## src/rtl/adc_fmt_pkg.sv

```systemverilog
// Constants shared by the result formatter and its register front end.
// Assumes one 125 MHz clock and a synchronous active-high reset.
package adc_fmt_pkg;

    // ****************************************
    // Register byte offsets (Avalon word aligned)
    // ****************************************
    localparam logic [3:0] OFS_INPUT_MUX_SELECT = 4'h0;
    localparam logic [3:0] OFS_RESULT_LOW_BYTE  = 4'h4;
    localparam logic [3:0] OFS_RESULT_HIGH_BYTE = 4'h8;
    localparam logic [3:0] OFS_STATUS           = 4'hc;
    localparam logic [3:0] OFS_IRQ_MASK         = 4'h0;

    // ****************************************
    // Field positions
    // ****************************************
    localparam int REFSEL_HI    = 7;
    localparam int REFSEL_LO    = 6;
    localparam int LEFT_ADJ_BIT = 5;
    localparam int CHSEL_HI     = 4;
    localparam int CHSEL_LO     = 0;
    localparam int ST_DONE_BIT  = 0;
    localparam int ST_BUSY_BIT  = 1;

    // ****************************************
    // Reset values and codes
    // ****************************************
    localparam logic [7:0] MUX_SELECT_RST = 8'h00;
    localparam logic [9:0] CODE_SE_MIN    = 10'h000;
    localparam logic [9:0] CODE_SE_MAX    = 10'h3ff;
    localparam logic [9:0] CODE_DIFF_MIN  = 10'h200;
    localparam logic [9:0] CODE_DIFF_MAX  = 10'h1ff;
    localparam int         RESULT_BITS    = 10;

    typedef enum logic [1:0] {
        REF_EXT_PIN   = 2'b00,
        REF_SUPPLY    = 2'b01,
        REF_INT_1V1   = 2'b10,
        REF_INT_2V56  = 2'b11
    } ref_sel_e;

    typedef enum logic [1:0] {
        ST_IDLE = 2'b01,
        ST_CONV = 2'b10
    } conv_state_e;

endpackage

```

## src/rtl/adc_fmt_if.sv

```systemverilog
// Carrier between the control top and the result aligner.
// Assumes both ends run on the same clock.
`timescale 1ns/100ps
`default_nettype none
interface adc_fmt_if;
    logic [9:0] result;
    logic       left_adjust;
    logic [7:0] low_byte;
    logic [7:0] high_byte;
    modport ctrl  (output result, output left_adjust, input low_byte, input high_byte);
    modport align (input result, input left_adjust, output low_byte, output high_byte);
endinterface
`default_nettype wire

```

## src/rtl/adc_result_align.sv

```systemverilog
// Places a stored 10-bit result into the two result bytes.
// Assumes the stored result and alignment bit come from flip-flops.
`timescale 1ns/100ps
`default_nettype none
module adc_result_align (
    adc_fmt_if.align bus
);
    import adc_fmt_pkg::*;

    // ****************************************
    // Alignment
    // ****************************************
    always_comb begin
        if (bus.left_adjust) begin
            bus.high_byte = bus.result[9:2];
            bus.low_byte  = {bus.result[1:0], 6'h00};
        end else begin
            bus.high_byte = {6'h00, bus.result[9:8]};
            bus.low_byte  = bus.result[7:0];
        end
    end
endmodule
`default_nettype wire

```

## src/rtl/adc_result_format.sv

```systemverilog
// Result formatting and reference select for a 10-bit converter.
// Assumes an analog core that takes start, channel and reference and
// returns a raw signed/unsigned code with a one-cycle done pulse.
//
// Implementation choices: the Avalon-MM slave port and the register addresses.
`timescale 1ns/100ps
`default_nettype none
module adc_result_format (
    input  wire logic                    MCLK,
    input  wire logic                    RST,
    input  wire logic [3:0]              AVS_ADDRESS,
    input  wire logic                    AVS_READ,
    input  wire logic                    AVS_WRITE,
    input  wire logic [31:0]             AVS_WRITEDATA,
    input  wire logic [3:0]              AVS_BYTEENABLE,
    output logic [31:0]                  AVS_READDATA,
    output logic                         AVS_WAITREQUEST,
    input  wire logic                    CONV_START,
    input  wire logic                    CORE_DONE,
    input  wire logic [9:0]              CORE_CODE,
    output logic                         CORE_START,
    output adc_fmt_pkg::ref_sel_e        CORE_REF_SEL,
    output logic [4:0]                   CORE_CHANNEL_GAIN,
    output logic                         CORE_DIFFERENTIAL,
    output logic                         CONV_BUSY,
    output logic                         IRQ
);
    import adc_fmt_pkg::*;

    // ****************************************
    // State
    // ****************************************
    typedef struct packed {
        conv_state_e state;
        logic [7:0]  mux_sel;
        ref_sel_e    ref_act;
        logic [4:0]  chan_act;
        logic [9:0]  result;
        logic        done_flag;
        logic        irq_mask;
        logic        start;
        logic        ack;
        logic [31:0] rdata;
    } state_s;

    state_s s_reg;
    state_s s_next;
    adc_fmt_if fmt ();

    adc_result_align u_align (
        .bus (fmt.align)
    );

    // Differential combinations are codes 8 to 29
    function automatic logic is_diff(input logic [4:0] ch);
        is_diff = (ch >= 5'h08) && (ch <= 5'h1d);
    endfunction

    // ****************************************
    // Next state
    // ****************************************
    always_comb begin
        logic rd_req;
        logic wr_req;
        logic done_set;
        // Read data fetched in the wait cycle, write lands when waitrequest is low
        rd_req   = AVS_READ && !s_reg.ack;
        wr_req   = AVS_WRITE && s_reg.ack;
        done_set = 1'b0;
        s_next       = s_reg;
        s_next.start = 1'b0;
        s_next.ack   = (AVS_READ || AVS_WRITE) && !s_reg.ack;

        case (s_reg.state)
            ST_IDLE: begin
                if (CONV_START) begin
                    s_next.ref_act  = ref_sel_e'(s_reg.mux_sel[REFSEL_HI:REFSEL_LO]);
                    s_next.chan_act = s_reg.mux_sel[CHSEL_HI:CHSEL_LO];
                    s_next.start    = 1'b1;
                    s_next.state    = ST_CONV;
                end
            end
            ST_CONV: begin
                if (CORE_DONE) begin
                    s_next.result = CORE_CODE;
                    done_set      = 1'b1;
                    s_next.state  = ST_IDLE;
                end
            end
            default: s_next.state = ST_IDLE;
        endcase

        s_next.rdata = 32'h0000_0000;
        if (rd_req) begin
            if (AVS_ADDRESS == OFS_INPUT_MUX_SELECT) begin
                s_next.rdata = {24'h000000, s_reg.mux_sel};
            end else if (AVS_ADDRESS == OFS_RESULT_LOW_BYTE) begin
                s_next.rdata = {24'h000000, fmt.low_byte};
            end else if (AVS_ADDRESS == OFS_RESULT_HIGH_BYTE) begin
                s_next.rdata = {24'h000000, fmt.high_byte};
            end else if (AVS_ADDRESS == OFS_STATUS) begin
                s_next.rdata = {23'h000000, s_reg.irq_mask, 6'h00,
                                (s_reg.state == ST_CONV), s_reg.done_flag};
            end
        end

        if (wr_req && AVS_BYTEENABLE[0]) begin
            if (AVS_ADDRESS == OFS_INPUT_MUX_SELECT) begin
                s_next.mux_sel = AVS_WRITEDATA[7:0];
            end else if (AVS_ADDRESS == OFS_STATUS) begin
                if (AVS_WRITEDATA[ST_DONE_BIT]) begin
                    s_next.done_flag = 1'b0;
                end
            end
        end
        if (wr_req && AVS_BYTEENABLE[1] && AVS_ADDRESS == OFS_STATUS) begin
            s_next.irq_mask = AVS_WRITEDATA[8];
        end
        if (done_set) begin
            s_next.done_flag = 1'b1;
        end
    end

    // ****************************************
    // Registers
    // ****************************************
    always_ff @(posedge MCLK) begin
        if (RST) begin
            s_reg <= '{state: ST_IDLE, mux_sel: MUX_SELECT_RST, ref_act: REF_EXT_PIN,
                       chan_act: 5'h00, result: CODE_SE_MIN, default: '0};
        end else begin
            s_reg <= s_next;
        end
    end

    // ****************************************
    // Outputs
    // ****************************************
    // alignment follows live bit
    assign fmt.left_adjust    = s_reg.mux_sel[LEFT_ADJ_BIT];
    assign fmt.result         = s_reg.result;
    assign AVS_WAITREQUEST    = (AVS_READ || AVS_WRITE) && !s_reg.ack;
    assign AVS_READDATA       = s_reg.rdata;
    assign CORE_REF_SEL       = s_reg.ref_act;
    assign CORE_CHANNEL_GAIN  = s_reg.chan_act;
    assign CORE_DIFFERENTIAL  = is_diff(s_reg.chan_act);
    assign CORE_START         = s_reg.start;
    assign CONV_BUSY          = (s_reg.state == ST_CONV);
    assign IRQ                = s_reg.done_flag && s_reg.irq_mask;

endmodule
`default_nettype wire

```

## config.mk

```make
export PLATFORM = sky130hd
export DESIGN_NAME = adc_result_format
export DESIGN_NICKNAME = d
export VERILOG_FILES = /design/src/rtl/adc_fmt_pkg.sv /design/src/rtl/adc_fmt_if.sv /design/src/rtl/adc_result_align.sv /design/src/rtl/adc_result_format.sv
export SDC_FILE = /design/constraint.sdc
export NUM_CORES = 1
export LEC_CHECK = 0
export BUFFER_PORTS_ARGS = -buffer_cell sky130_fd_sc_hd__buf_2
export CAP_MARGIN = 0
export CORE_ASPECT_RATIO = 0.8
export CORE_UTILIZATION = 30
export DETAILED_ROUTE_END_ITERATION = 16
export PLACE_DENSITY = 0.62
export SLEW_MARGIN = 20
export SYNTH_ARGS = -nofsm -noshare
export SYNTH_HDL_FRONTEND = slang
export SYNTH_HIERARCHICAL = 1
export SYNTH_SLANG_ARGS = --single-unit
```

## constraint.sdc

```tcl
create_clock -name MCLK -period 1.15 [get_ports MCLK]
set_input_delay 0.0575 -clock MCLK [delete_from_list [all_inputs] [get_ports MCLK]]
set_output_delay 0.0575 -clock MCLK [all_outputs]
set_load 0.005 [all_outputs]
```

==> impl_metrics.toml <==
[global_route]
grt_util_met3 = 0.0379
grt_pass1_vias = 1475
met1_usage = 0.195
overflow = 0
grtUsageMet2 = 0.184
grt_max_degree = 24
grt_pass1_wl_um = 7420
track_usage = 0.134
grt.busiest_layer = "met1"
antenna_found_initial = 0

[placed_design]
pre_cts_slack_ps = -273
dp_cells = 361
port_buffers = 51
hpwl_um = 3450
place_congestion = 0.796

[synth]
synth_most_common_cell = "dfxtp_1"
avgSynthCellArea_um2 = 8.74
synth_edf_count = 0
yosys.area.top_type = "dfxtp_1"
synth_top_cell_area_share = 0.385
synthTopCellsByArea = "dfxtp_1, buf_4, mux2i_1"
synthFlopType = "dfxtp_1"
syn_area_um2 = 2080
synth_cell_types = 35
ys_warn_count = 6
async_reset_ff_frac = 0
ys_ff_latch = 40
ys_seq_area_frac = 0.385
netlist_top_cells_count = "dfxtp_1, buf_4, nand2_1"
postSynthCellCount = 238

[die]
rows = 26
core-area_um2 = 6540
die_h_um = 76.5
die_w_um = 95.1
num_io_pins = 100
start_util = 0.318
dieArea_um2 = 7270

[clock_network]
cts_tree = "built"
cts_buffer_depth = 2
clk_pin_slew_worst_paths_ps = 90
clk_latency_ps = 300
clock_sinks = 40
numCtsBuffers = 5
cts_max_level = 2
root_buffer = "clkbuf_8"

[finish]
diodes = 0
drive_gt1_frac = 0.347
largest_reg_flops = 12
area_growth_syn_to_layout_pct = 29.4
multi_input_area_um2 = 1130
fillers = 653
final_nets = 352
layoutNonFillerInstCount = 381
seq_area_um2 = 806

[sta]
rsz0062_at_grt = "yes"
setup_viol = 5
setup_slack_ps = -65.2
period_minus_slack_ps = 1220
drv_slew = 0
finalSetupTns_ps = -213
skew_ps = 10.3
fmax_mhz = 823
min_period_over_period = 1.06
hold_viol = 0

[drt]
drtPass1Iterations = 4
num_vias = 1652
drc_errors = 0
drt_wl_total_um = 4880
drt-initial-drc-count = 64
ant_nets = 0
vias_per_cell = 4.34
wl_per_cell_um = 12.8

[power]
p_switching_w = 0.000690
power_switching_share = 0.239
intPower_w = 0.00220
power_frac_comb = 0.112
p_per_area_nw_per_um2 = 1070
max-vdd-ir-drop_mv = 0.563
seq_power_share = 0.489
leakage_nw = 1.21
pwr-share-clk = 0.400

[setup_path]
worstPathMaxFanout = 7
r2r_slack_ps = -70
critPathRequiredTime_ps = 1330
crit_type = "flop to flop"
startpoint_type = "flop"
r2r_start = "fmt.left_adjust"
crit_path_start = "fmt.left_adjust"
arrival_ps = 1390
cp-end-kind = "flop"

[status]
outcome = "finished, violations left"
failed_checks = "negative setup slack"

[worst_hold_path]
hp-start = "AVS_WRITEDATA[7]"
hold_path_class = "input port to flop"

[flow_run]
cap_violations = 0
power by group through the flow:
| stage | registers (W) | clock network, W | logic (W) |
|---|---|---|---|
| finish | 0.00141 | 0.00115 | 0.000323 |
| global route | 0.00141 | 0.00124 | 0.000353 |
| CTS | 0.00141 | 0.00119 | 0.000288 |
| detailed placement | 0.00144 | 0 | 0.000255 |
| global placement | 0.00144 | 0 | 0.000254 |
| floorplan | 0.00144 | 0 | 0.000188 |
layer usage:
metal / vias to the layer above / part of all wire / routed length [um]
li1: 845 / - / -
met1: 749 / 0.52 / 2550
met2: 54 / 0.41 / 2010
met3: 4 / 0.053 / 260
met4: 0 / 0.013 / 61
met5: - / 0 / 0
repair_timing:
item                       in CTS  in global routing
pin swaps                       2                  7
setup endpoints to repair      16                 27
hold buffers                    9                  0
buffers inserted                0                  4
gates resized for setup        14                 24
hold endpoints to repair        9                  0
path summary, 6_finish.rpt:
check,end,cells after the start
worst max-delay path,AVS_READDATA[0],5
worst min-delay path,s_reg[60],3
worst max register to register,AVS_READDATA[0],5
worst min register to register,fmt.result[4],2
cell type report:
cell class	count	area share
tap	84	0.0391
clock inverter	3	0.0158
timing repair buffer	79	0.198
clock buffer	5	0.0256
multi-input combinational	168	0.420
inverter	2	0.00279
sequential	40	0.299
cells in the final DEF, fill, tap and decap left out, drive strengths merged, types with 2 or more instances in the layout:
cell         count
a2111oi          6
a21oi           13
and2             7
and3             2
buf             70
clkbuf           5
clkinv           2
conb            23
dfxtp           40
dlygate4sd3      9
mux2             5
mux2i           17
nand2           37
nand2b           8
nand3b           2
nor2            19
nor2b           13
nor3b            2
o211ai           2
critical path, cell delays in order, from the launching register on:
cell and delay, ps:
dfxtp_4 370, buf_8 140, buf_6 110, mux2_4 280, mux2i_1 120, a211oi_1 80
cell families (layout without fill, tap and decap cells):
family,count (synthesis),count (layout),synth area share
simple gates,96,96,0.235
buf+inv,52,89,0.177
flops,40,40,0.385
compound gates,27,27,0.0848
mux,22,22,0.116
other cells,1,23,0.00180
per-stage QoR:
stage / hold slack (ps) / util / instance area, um^2 / power (W)
2_1_floorplan: 143 / - / 2160 / 0.00163
3_3_place_gp: 301 / 0.351 / 2300 / 0.00170
3_5_place_dp: 305 / 0.351 / 2300 / 0.00170
4_1_cts: 4.61 / 0.389 / 2540 / 0.00289
5_1_grt: 5.20 / 0.412 / 2690 / 0.00301
6_report: 6.68 / 0.412 / 2690 / 0.00289
Power figures use the tool's default switching activity.
